$ cat config.mk
export PLATFORM = sky130hd
export DESIGN_NAME = otc_offset_trim
export DESIGN_NICKNAME = d
export VERILOG_FILES = /design/src/otc_cmp_slot.sv /design/src/otc_offset_trim.sv
export SDC_FILE = /design/constraint.sdc
export NUM_CORES = 1
export LEC_CHECK = 0
export BUFFER_PORTS_ARGS = -buffer_cell sky130_fd_sc_hd__buf_2
export CORE_MARGIN = 2
export CORE_UTILIZATION = 35
export DETAILED_ROUTE_END_ITERATION = 6
export PLACE_DENSITY_LB_ADDON = 0.3
export SYNTH_ARGS = -nofsm -noshare
export SYNTH_HDL_FRONTEND = slang
export SYNTH_SLANG_ARGS = --single-unit
$ cat constraint.sdc
create_clock -name clk_i -period 1.8 [get_ports clk_i]
set_input_delay 0.09 -clock clk_i [delete_from_list [all_inputs] [get_ports clk_i]]
set_output_delay 0.09 -clock clk_i [all_outputs]
set_load 0.05 [all_outputs]
$ cat src/otc_cmp_slot.sv
// constants package and the per-comparator trim register slot
`timescale 1ns/1ps
`default_nettype none

package otc_pkg;
  // register byte addresses on the wishbone bus
  localparam logic [7:0] OTC_CMP0_OFS = 8'h00; // comparator 0 offset trim
  localparam logic [7:0] OTC_CMP1_OFS = 8'h04; // comparator 1 offset trim
  localparam logic [7:0] OTC_HYST_OFS = 8'h08; // hysteresis window selects
  localparam logic [7:0] OTC_STAT_OFS = 8'h0c; // result bits and polarity selects
  localparam logic [7:0] OTC_AMP_OFS = 8'h10; // amplifier trim control
  // comparator trim register fields
  localparam int OTC_MODE_BIT = 6; // calibration mode select
  localparam int OTC_REF_BIT = 5; // calibration reference select
  localparam int OTC_TRIM_W = 5; // comparator trim width
  localparam logic [4:0] OTC_TRIM_RST = 5'h10; // trim reset value
  // hysteresis register fields
  localparam int OTC_HYS0_LSB = 0; // comparator 0 window
  localparam int OTC_HYS1_LSB = 2; // comparator 1 window
  localparam logic [3:0] OTC_HYST_RST = 4'h0; // hysteresis reset value
  // status register fields
  localparam int OTC_RES0_BIT = 0; // comparator 0 result
  localparam int OTC_RES1_BIT = 1; // comparator 1 result
  localparam int OTC_AOUT_BIT = 2; // amplifier output bit
  localparam int OTC_POL0_BIT = 4; // comparator 0 polarity select
  localparam int OTC_POL1_BIT = 5; // comparator 1 polarity select
  // amplifier register fields
  localparam int OTC_ATRIM_W = 6; // amplifier trim width
  localparam int OTC_AMODE_BIT = 6; // amplifier calibration mode
  localparam int OTC_AREF_BIT = 7; // amplifier reference select
  localparam logic [5:0] OTC_ATRIM_RST = 6'h20; // amplifier trim reset value
  // bus handshake states
  typedef enum logic [1:0] {
    OTC_IDLE = 2'b01, // waiting for a request
    OTC_ACK = 2'b10 // answer standing for one cycle
  } otc_wb_st_t;
endpackage : otc_pkg

module otc_cmp_slot
  import otc_pkg::*;
(
  input wire logic clk_i, // system clock
  input wire logic rst_i, // synchronous reset, active high
  input wire logic wr_i, // one-cycle write strobe
  input wire logic [7:0] wdat_i, // write byte
  output logic mode_o, // calibration mode select
  output logic ref_o, // calibration reference select
  output logic [4:0] trim_o, // offset trim code
  output logic [7:0] rdat_o // read byte, bit 7 zero
);
  // fields load together on a write; bit 7 has no storage
  always_ff @(posedge clk_i) begin
    if (rst_i) begin
      mode_o <= 1'b0; // normal operation
      ref_o <= 1'b0; // negative input reference
      trim_o <= OTC_TRIM_RST; // mid-scale trim
    end else if (wr_i) begin
      mode_o <= wdat_i[OTC_MODE_BIT];
      ref_o <= wdat_i[OTC_REF_BIT];
      trim_o <= wdat_i[OTC_TRIM_W-1:0];
    end
  end

  // read image of the register
  assign rdat_o = {1'b0, mode_o, ref_o, trim_o};
endmodule : otc_cmp_slot

`default_nettype wire

$ cat src/otc_offset_trim.sv
// offset trim calibration register block with wishbone slave
// What this block does
// - per-comparator bit six selects calibration mode
// - per-comparator bit five selects reference input
// - five-bit read-write trim code in low bits
// - unimplemented bits ignore writes, read zero
// - hysteresis windows: comparator 1 bits 3:2, comparator 0 bits 1:0
// - amplifier output bit readable during calibration
// - comparator result bit readable during calibration
// - read-only result bit with polarity select
//
// Implementation choices: the register addresses and the Wishbone slave port.
`timescale 1ns/1ps
`default_nettype none

module otc_offset_trim
  import otc_pkg::*;
(
  input wire logic clk_i, // system clock, 20 MHz
  input wire logic rst_i, // synchronous reset, active high
  input wire logic wb_cyc_i, // wishbone cycle
  input wire logic wb_stb_i, // wishbone strobe
  input wire logic wb_we_i, // wishbone write enable
  input wire logic [7:0] wb_adr_i, // wishbone byte address
  input wire logic [3:0] wb_sel_i, // wishbone byte selects
  input wire logic [31:0] wb_dat_i, // wishbone write data
  output logic [31:0] wb_dat_o, // wishbone read data
  output logic wb_ack_o, // wishbone acknowledge
  input wire logic cmp0_raw_i, // comparator 0 raw output
  input wire logic cmp1_raw_i, // comparator 1 raw output
  input wire logic amp_raw_i, // amplifier calibration output
  output logic cmp0_cal_mode_sel_o, // comparator 0 calibration mode
  output logic cmp0_cal_ref_sel_o, // comparator 0 reference select
  output logic [4:0] cmp0_trim_code_o, // comparator 0 trim code
  output logic cmp1_cal_mode_sel_o, // comparator 1 calibration mode
  output logic cmp1_cal_ref_sel_o, // comparator 1 reference select
  output logic [4:0] cmp1_trim_code_o, // comparator 1 trim code
  output logic [1:0] cmp0_hyst_window_o, // comparator 0 hysteresis window
  output logic [1:0] cmp1_hyst_window_o, // comparator 1 hysteresis window
  output logic cmp0_polarity_sel_o, // comparator 0 output polarity
  output logic cmp1_polarity_sel_o, // comparator 1 output polarity
  output logic amp_cal_mode_sel_o, // amplifier calibration mode
  output logic amp_cal_ref_sel_o, // amplifier reference select
  output logic [5:0] amp_trim_code_o // amplifier trim code
);
  otc_wb_st_t st_r; // bus handshake state
  logic req; // new request this cycle
  logic wr_lo; // write touching the low byte
  logic [3:0] hyst_r; // both hysteresis windows
  logic [1:0] pol_r; // polarity selects
  logic [1:0] res_r; // polarity-adjusted comparator results
  logic aout_r; // sampled amplifier output bit
  logic amode_r; // amplifier mode select
  logic aref_r; // amplifier reference select
  logic [5:0] atrim_r; // amplifier trim code
  logic [31:0] rdat_r; // registered read data
  logic [1:0] slot_mode; // mode bits from slots
  logic [1:0] slot_ref; // reference bits from slots
  logic [4:0] slot_trim [2]; // trim codes from slots
  logic [7:0] slot_rd [2]; // read images from slots
  logic [1:0] cmp_raw; // raw comparator inputs gathered
  logic [7:0] rd_byte; // selected read byte

  // a request is taken once, in the idle state
  assign req = wb_cyc_i && wb_stb_i && (st_r == OTC_IDLE);
  assign wr_lo = req && wb_we_i && wb_sel_i[0];
  assign cmp_raw = {cmp1_raw_i, cmp0_raw_i};

  // handshake: ack one cycle after a request, then back to idle
  always_ff @(posedge clk_i) begin
    if (rst_i) begin
      st_r <= OTC_IDLE;
    end else begin
      unique case (st_r)
        OTC_IDLE: begin
          if (req) begin
            st_r <= OTC_ACK; // answer next cycle
          end
        end
        OTC_ACK: begin
          st_r <= OTC_IDLE; // ack stands one cycle
        end
        default: begin
          st_r <= OTC_IDLE; // recover from a broken code
        end
      endcase
    end
  end

  // comparator trim registers, one slot each
  generate
    for (genvar g = 0; g < 2; g++) begin : g_slot
      otc_cmp_slot u_slot (
        .clk_i(clk_i),
        .rst_i(rst_i),
        .wr_i(wr_lo && (wb_adr_i == (g == 0 ? OTC_CMP0_OFS : OTC_CMP1_OFS))),
        .wdat_i(wb_dat_i[7:0]),
        .mode_o(slot_mode[g]),
        .ref_o(slot_ref[g]),
        .trim_o(slot_trim[g]),
        .rdat_o(slot_rd[g])
      );
      // result bit follows the input, flipped by polarity
      always_ff @(posedge clk_i) begin
        if (rst_i) begin
          res_r[g] <= 1'b0;
        end else begin
          res_r[g] <= cmp_raw[g] ^ pol_r[g];
        end
      end
    end
  endgenerate

  // hysteresis windows; bits 7:4 have no storage
  always_ff @(posedge clk_i) begin
    if (rst_i) begin
      hyst_r <= OTC_HYST_RST;
    end else if (wr_lo && wb_adr_i == OTC_HYST_OFS) begin
      hyst_r <= wb_dat_i[3:0];
    end
  end

  // polarity selects in the status register
  always_ff @(posedge clk_i) begin
    if (rst_i) begin
      pol_r <= 2'b00;
    end else if (wr_lo && wb_adr_i == OTC_STAT_OFS) begin
      pol_r <= {wb_dat_i[OTC_POL1_BIT], wb_dat_i[OTC_POL0_BIT]};
    end
  end

  // amplifier trim control; the search itself is run by software
  always_ff @(posedge clk_i) begin
    if (rst_i) begin
      amode_r <= 1'b0;
      aref_r <= 1'b0;
      atrim_r <= OTC_ATRIM_RST;
    end else if (wr_lo && wb_adr_i == OTC_AMP_OFS) begin
      amode_r <= wb_dat_i[OTC_AMODE_BIT];
      aref_r <= wb_dat_i[OTC_AREF_BIT];
      atrim_r <= wb_dat_i[OTC_ATRIM_W-1:0];
    end
  end

  // amplifier output bit sampled for software
  always_ff @(posedge clk_i) begin
    if (rst_i) begin
      aout_r <= 1'b0;
    end else begin
      aout_r <= amp_raw_i;
    end
  end

  // read multiplexer; unmapped addresses read zero
  always_comb begin
    rd_byte = 8'h00;
    unique case (wb_adr_i)
      OTC_CMP0_OFS: rd_byte = slot_rd[0];
      OTC_CMP1_OFS: rd_byte = slot_rd[1];
      OTC_HYST_OFS: rd_byte = {4'h0, hyst_r};
      OTC_STAT_OFS: rd_byte = {2'b00, pol_r, 1'b0, aout_r, res_r};
      OTC_AMP_OFS: rd_byte = {aref_r, amode_r, atrim_r};
      default: rd_byte = 8'h00;
    endcase
  end

  // read data latched when the request is taken
  always_ff @(posedge clk_i) begin
    if (rst_i) begin
      rdat_r <= 32'h0000_0000;
    end else if (req) begin
      rdat_r <= {24'h00_0000, rd_byte};
    end
  end

  assign wb_dat_o = rdat_r;
  assign wb_ack_o = (st_r == OTC_ACK);
  assign cmp0_cal_mode_sel_o = slot_mode[0];
  assign cmp1_cal_mode_sel_o = slot_mode[1];
  assign cmp0_cal_ref_sel_o = slot_ref[0];
  assign cmp1_cal_ref_sel_o = slot_ref[1];
  assign cmp0_trim_code_o = slot_trim[0];
  assign cmp1_trim_code_o = slot_trim[1];
  assign cmp0_hyst_window_o = hyst_r[OTC_HYS0_LSB +: 2];
  assign cmp1_hyst_window_o = hyst_r[OTC_HYS1_LSB +: 2];
  assign cmp0_polarity_sel_o = pol_r[0];
  assign cmp1_polarity_sel_o = pol_r[1];
  assign amp_cal_mode_sel_o = amode_r;
  assign amp_cal_ref_sel_o = aref_r;
  assign amp_trim_code_o = atrim_r;
endmodule : otc_offset_trim

`default_nettype wire

* Word-level counts from Yosys, hierarchy flattened
Cells that the tools add are included.
Storage, ports and cells: logic and storage cells 37, latch bits 0, memories 0, input port bits 52, bits in registers 41, bits in read-only memories 0, RAM bits 0
Operators by class: add/sub/neg operators 0, muxes and demuxes 1, reductions and logical operators 11, magnitude comparators 0, shift operators 0, multiply operators 0, bitwise operators 3, divide/modulo/power cells 0, equal/unequal tests 6
Operators with widths (count):
- $pmux W8 S5 | 1
- $eq A8 B4 Y1 const B | 2
- $logic_and A1 B1 Y1 | 9
- $eq A8 B3 Y1 const B | 1
- $eq A8 B5 Y1 const B | 1
- $logic_not A8 Y1 | 1
- $eq A2 B1 Y1 const B | 1
- $eq A2 B2 Y1 const B | 1
- $reduce_or A2 Y1 | 1
- $xor A1 B1 Y1 | 2
- $not A1 Y1 | 1

* Depth between registers and ports, before layout
Gate-level depths: netlist (run 1).
depth after elaboration 5, mapped depth 6

* Hierarchy
A second synthesis (run 1) with hierarchy kept.
Second synthesis, totals: cells, all modules 229, area total of the unflattened synthesis 2149.6 um^2
By module, submodules not included:
- otc_offset_trim | instances 1, area each 1519.0 um^2, cells each 167
- otc_cmp_slot | instances 2, area each 315.3 um^2, cells each 31

* Worst setup path after synthesis (run 1)
No wires, ideal clock.
path kind input port to flip-flop, start point input wb_adr_i[4], end point register g_slot[1].u_slot.trim_o[4], library setup time 120 ps, cell stages on the path 5, data required time 1680 ps, arrival 1578 ps, setup slack 102 ps, cells stage by stage buf_6 -> or4_4 -> nor4_4 -> nor2b_1 -> a211o_1
On the way: word-level cells in the longest chain between the ends 2
Ends and longest elaborated chain:
- start, declared | line otc_offset_trim.sv:24 | input wire logic [7:0] wb_adr_i,
- $eq A8 B3 Y1 | line otc_offset_trim.sv:96 | .wr_i(wr_lo && (wb_adr_i == (g == 0 ? OTC_CMP0_OFS : OTC_CMP1_OFS))),
- $logic_and A1 B1 Y1 | line otc_offset_trim.sv:96
- end signal, assigned | line otc_cmp_slot.sv:60 | trim_o <= wdat_i[OTC_TRIM_W-1:0];
- end, declared | line otc_cmp_slot.sv:48 | output logic [4:0] trim_o,
No other way between the ends. A chain may end at the register's enable or synchronous reset.

* Worst setup path in the final report (run 1)
start point register st_r[1], end point register pol_r[0]
On the way: word-level cells in the longest chain between the ends 5
Ends and longest elaborated chain:
- start, declared | line otc_offset_trim.sv:46 | otc_wb_st_t st_r;
- start signal, assigned | line otc_offset_trim.sv:72 | st_r <= OTC_IDLE;
- start signal, assigned | line otc_offset_trim.sv:77 | st_r <= OTC_ACK;
- start signal, assigned | line otc_offset_trim.sv:81 | st_r <= OTC_IDLE;
- $eq A2 B1 Y1 | line otc_offset_trim.sv:65 | assign req = wb_cyc_i && wb_stb_i && (st_r == OTC_IDLE);
- $logic_and A1 B1 Y1 | line otc_offset_trim.sv:65
- $logic_and A1 B1 Y1 (2 in series) | line otc_offset_trim.sv:66 | assign wr_lo = req && wb_we_i && wb_sel_i[0];
- $logic_and A1 B1 Y1 | line otc_offset_trim.sv:127 | end else if (wr_lo && wb_adr_i == OTC_STAT_OFS) begin
- end signal, assigned | line otc_offset_trim.sv:128 | pol_r <= {wb_dat_i[OTC_POL1_BIT], wb_dat_i[OTC_POL0_BIT]};
- end, declared | line otc_offset_trim.sv:50 | logic [1:0] pol_r;
No other way between the ends.

==> results.md, run 1 <==
- Share of the synthesized area in the top cell type: 0.406
- EDFF count, synth: 0
- Synthesized instance count: 222
- Crit end category: flip-flop
- Drt drc: 0
- R2R cell count: 6
- Skew-Pair Late Insertion Delay: 0.30 ns
- Layout cells sized above 1: 0.315
- # port buffers: 61
- Main area contributors after synthesis: dfxtp_1 (41%), mux2i_1 (9.4%), buf_4 (9.3%)
- Antenna viol nets, final: 0
- # diodes: 0
- Die area: 6400 um^2
- Peak supply drop: 0.000382 V
- Via-to-Cell Ratio: 4.94
- Synth top cells by count: dfxtp_1 (41), nor2_1 (28), buf_4 (25)
- Site Rows: 27
- Worst-path clk slew: 0.08 ns
- Post-DP Area: 2370 um^2
- Antenna violations before repair: 0
- Min-Delay Path Class: input pin to flip-flop
- Most common cell in the netlist: dfxtp_1
- Gr usage total: 0.172
- Hold Fails Final Rpt: 0
- Worst Skew: about 0.0043 ns
- GP Congestion: slightly above 0.8
- Yosys cell types: 38
- Pre-CTS WS: about 0.072 ns
- Async SR Flop Fraction: 0
- Clock sink count: 41
- Post-synth top area cell: dfxtp_1
- Critical path startpoint category: flip-flop
- Initial core utilization: 0.365
- Worst-path fanout max: 12
- Clock tree buffer depth: 2
- Pwr dens: 715 nW/um^2
- Die height: 80.0 um
- Detailed Route Iter0 Violations: 120
- Worst hold path depth: 3
- Post-DP HPWL: 3.96 mm
- Post-CTS Setup Bufs: 0
- Vias in the first global route: 1,701
- Post-synth top flop: dfxtp_1
- CP arrival: 1.82 ns
- Clock root buffer: clkbuf_8
- CTS tree: yes
- #FFs+latches synth: 41
- Synth warn: 0
- Max cap viols: 0
- CTS Buf Count: 5
- Reg-to-reg startpoint: st_r[1]$_SDFFE_PP0N_
- Final setup margin: around 0.16 ns
- Drt pass-1 iters: 4
- Total routed wirelength: approximately 5.3 mm
- Final period utilization: 0.910
- Fin util: 0.444
- Largest net degree at the start of global routing: 23
- Vias: 1,799
- Fillcell total: 566
- Post-Syn Area: 2020 um^2
- Final Max Slew Viols: 0
- Flop-to-flop setup slack: 0.16 ns
- Remaining Overflow, GRT: 0
- Leak pwr: about 1.1 nW
- Design Area, Final: around 2500 um^2
- Floorplan die width: 80.0 um
- WS Path Type: flip-flop to flip-flop
- Fin crit period: approximately 1.6 ns
- Setup TNS: 0 ns
- Endpoints failing setup: 0
- Highest Clock Rate: 611 MHz
- Mean Syn Cell Area: 9.10 um^2
- FF-to-FF End: pol_r[0]$_SDFFE_PP0P_
- Run status: finished clean
- H-tree Lvls: 2
- WL/cell: 14.4 um
- Hold path start: cmp0_raw_i
- CP required: 1.98 ns
- Nets: 345
- IO Count: 113
- Synth-to-Final Area Change: 21.7%
- Worst Setup SP: st_r[1]$_SDFFE_PP0N_
- Hold Path Sink: res_r[0]$_SDFF_PP0_
- Unrepaired setup endpoints after global routing: false
- First-pass GRT wire length: 8.45 mm
- Core area: around 5500 um^2
- Seq/Total Area, Yosys: 0.406
## through the flow
| step | total power [W] | cells | hold WS [ns] |
|---|---|---|---|
| 6_report | 0.00176 | 364 | 0.0242 |
| 3_3_place_gp | 0.00121 | 357 | 0.302 |
| 5_1_grt | 0.00183 | 364 | 0.0536 |
| 4_1_cts | 0.00178 | 364 | 0.0230 |
| 2_1_floorplan | 0.00118 | 245 | 0.185 |
| 3_5_place_dp | 0.00121 | 357 | 0.306 |
## what timing repair did
item,CTS,global route
endpoints found under the hold margin,1,0
resized for setup,0,0
hold buffers,1,0
## registers in the layout, indices dropped and copies added (netlist names)
register              flops
pol_r                     2
g_slot.u_slot.mode_o      2
g_slot.u_slot.ref_o       2
wb_dat_o                  8
amp_cal_mode_sel_o        1
hyst_r                    4
st_r                      2
res_r                     2
amp_trim_code_o           6
amp_cal_ref_sel_o         1
g_slot.u_slot.trim_o     10
aout_r                    1
## report_power, final
group	leakage [nW]	switching [W]	total, W	internal (W)
Sequential	0.332	0.00000394	0.000920	0.000916
Combinational	0.754	0.000214	0.000275	0.0000618
Clock	0.0399	0.000308	0.000563	0.000255
Total	1.13	0.000525	0.00176	0.00123
## worst max-delay path, cell delays in order, from the launching register on
cell      delay (ns)
dfxtp_1         0.31
nand4b_1        0.16
buf_4           0.20
nor4_1          0.44
buf_4           0.19
mux2i_1         0.18
nor2_1          0.05
## final cells by class
| class | instances | area, um^2 | area share |
|---|---|---|---|
| timing repair buffer | 78 | 435 | 0.177 |
| clock inverter | 1 | 5.00 | 0.00204 |
| inverter | 2 | 7.51 | 0.00305 |
| multi-input combinational | 165 | 1030 | 0.419 |
| sequential | 41 | 821 | 0.334 |
| tap | 72 | 90.1 | 0.0366 |
| clock buffer | 5 | 68.8 | 0.0280 |
## how the worst max path moves through the flow
stage	to	slack, ns	depth (start not counted)
floorplan	g_slot[1].u_slot.trim_o[4]$_SDFFE_PP1P_	0.10	5
global placement	pol_r[0]$_SDFFE_PP0P_	0.07	6
detailed placement	pol_r[0]$_SDFFE_PP0P_	0.07	6
CTS	pol_r[0]$_SDFFE_PP0P_	0.15	6
global route	pol_r[1]$_SDFFE_PP0P_	0.007	6
finish	pol_r[0]$_SDFFE_PP0P_	0.16	6
## cells by family after synthesis
kind of cell | count (synthesis) | share of synthesized area
other | 1 | 0.00186
xor gates and xnor gates | 2 | 0.00867
DFF | 41 | 0.406
buffers and inverters | 39 | 0.126
AOI/OAI and AO/OA | 37 | 0.112
muxes | 24 | 0.139
and+or+nand+nor | 78 | 0.206
## metal layers
layer,routed length (um),global-route usage,part of all wire
met1,2290,0.231,0.44
met3,495,0.0441,0.094
met5,0,0,0
met4,66,0.0576,0.013
met2,2400,0.268,0.46
## cells in the final DEF (no fill, tap or decap), types with 3 or more instances in the layout
cell	instances
nor2b_1	4
buf_4	16
o21ai_0	12
dfxtp_1	41
clkbuf_8	5
nand2_1	7
nor2_1	28
buf_2	61
nand4_1	3
nor4_1	3
mux4_2	3
nor3_1	3
a21oi_1	13
nand3_1	14
conb_1	24
mux2i_1	19
a221oi_1	5
No activity file was read; power rests on OpenSTA's default activity.
==> run 2: changes to the inputs <==
CORE_UTILIZATION = 40   (was 35)
clock period = 1.95 ns   (was 1.8 ns; I/O delays follow)
==> results.md, run 2 (synthesized netlist as in run 1, its figures left out) <==
- Post-CTS Hold Fix Bufs: 0
- Gr usage total: 0.183
- # diodes: 0
- # port buffers: 61
- Total routed wirelength: 5.16 mm
- H-tree Lvls: 2
- Post-cts sizing count: 0
- Clock tree buffer depth: 2
- Via-to-Cell Ratio: ~5.1
- GP Congestion: 0.861
- Drt drc: 0
- Fillcell total: ~500
- Clock sink count: ~40
- Worst slew margin: 0.619
- Final Max Slew Viols: 0
- Register area: 821 um^2
- Run status: finished clean
- Pwr dens: 673 nW/um^2
- Vias: roughly 1,800
- Synth-to-Final Area Change: 20.1%
- Fin crit period: 1.62 ns
- Final period utilization: 0.831
- Comb power frac: 0.154
- Endpoints failing setup: 0
- Pint: 0.00115 W
- Die area: about 5600 um^2
- Crit end category: flip-flop
- WS Path Type: flip-flop to flip-flop
- Peak supply drop: 0.000401 V
- Site Rows: 25
- Largest register FFs: 10
- Drt pass-1 iters: 4
- Commonest non-fill, non-tap cells in the layout: buf_2 (61), dfxtp_1 (41), nor2_1 (28), conb_1 (24), mux2i_1 (19)
- Critical path startpoint category: flip-flop
- Clock share of power: 0.327
- Min-Delay Path Class: input pin to flip-flop
- Worst-path fanout max: 5
- Core area: about 4800 um^2
- Setup TNS: 0 ns
- Global Route met3 Usage: 0.0562
- Die height: 75.1 um
- Antenna violations before repair: 0
- CP required: 2.12 ns
- CP arrival: 1.79 ns
- Initial core utilization: 0.422
- WL/cell: 14.5 um
- Max cap viols: 0
- Actual slew at the worst max-slew pin: around 0.57 ns
- Worst-path clk slew: roughly 0.080 ns
- CTS tree: yes
- Antenna viol nets, final: 0
- Vias in the first global route: 1,579
- Worst Skew: 0.00795 ns
- First-pass GRT wire length: 7.69 mm
- Post-CTS Setup Bufs: 0
- Highest Clock Rate: 617 MHz
- GR peak layer: met2
- Layout cells sized above 1: 0.303
- Remaining Overflow, GRT: 0
- Nets: 341
- CTS Buf Count: 5
- Leak pwr: ~1.1 nW
- Sw frac: 0.294
- Fin util: 0.507
- Most common cell after layout, fill and taps aside: buf_2
- Largest net degree at the start of global routing: 23
- Psw: 0.000481 W
- Skew-Pair Late Insertion Delay: 0.29 ns
- Sequential power share: 0.520
- Biggest register: g_slot.u_slot.trim_o
- Clock root buffer: clkbuf_8
- Routing usage on met2: 0.271
- Floorplan die width: 75.1 um
- Hold Fails Final Rpt: 0
- Post-DP HPWL: 3.89 mm
- Area of the multi-input gates: 1030 um^2
- IO Count: 113
- Detailed Route Iter0 Violations: 115
- Unrepaired setup endpoints after global routing: false
- Global Route met1 Usage: 0.255
run 2: path summary, 6_finish.rpt:
| kind | start | end | slack (ns) | cells past startpoint |
|---|---|---|---|---|
| worst max register to register | st_r[1]$_SDFFE_PP0N_ | g_slot[1].u_slot.mode_o$_SDFFE_PP0P_ | 0.33 | 5 |
| worst max-delay path | st_r[1]$_SDFFE_PP0N_ | g_slot[1].u_slot.mode_o$_SDFFE_PP0P_ | 0.33 | 5 |
| worst min-delay path | amp_raw_i | aout_r$_SDFF_PP0_ | 0.02 | 2 |
| worst min register to register | wb_dat_o[7]$_SDFFE_PP0N_ | wb_dat_o[7]$_SDFFE_PP0N_ | 0.45 | 2 |
run 2: critical path, stage by stage (launching register included):
cell      delay [ns]
dfxtp_1         0.31
nand4b_1        0.31
nor4_4          0.41
buf_4           0.23
mux2i_1         0.19
nor2_1          0.05
run 2: stage by stage:
stage	setup WS, ns	instance area, um^2	hold slack (ns)	total power (W)	cells
final	0.330	2430	0.0183	0.00163	357
after global routing	0.169	2430	0.0305	0.00170	357
after CTS	0.304	2430	0.0124	0.00165	357
after detailed placement	0.246	2350	0.314	0.00112	349
after global placement	0.233	2350	0.307	0.00112	349
after floorplan	0.245	2110	0.193	0.00109	245
run 2: routing by layer:
metal / vias to the layer above / routed length [um]
li1: 877 / -
met1: 856 / 2420
met2: 79 / 2270
met3: 7 / 418
met4: 0 / 47
met5: - / 0
run 2: power groups by stage:
stage	registers [W]	clock network, W	logic (W)
final	0.000849	0.000534	0.000251
after global routing	0.000850	0.000583	0.000269
after CTS	0.000849	0.000548	0.000250
after detailed placement	0.000869	0	0.000249
after global placement	0.000869	0	0.000248
after floorplan	0.000882	0	0.000211
run 2: final cells by class:
class | instances | area share
multi-input combinational | 165 | 0.425
sequential | 41 | 0.338
timing repair buffer | 74 | 0.166
tap | 67 | 0.0346
clock buffer | 8 | 0.0330
inverter | 2 | 0.00309
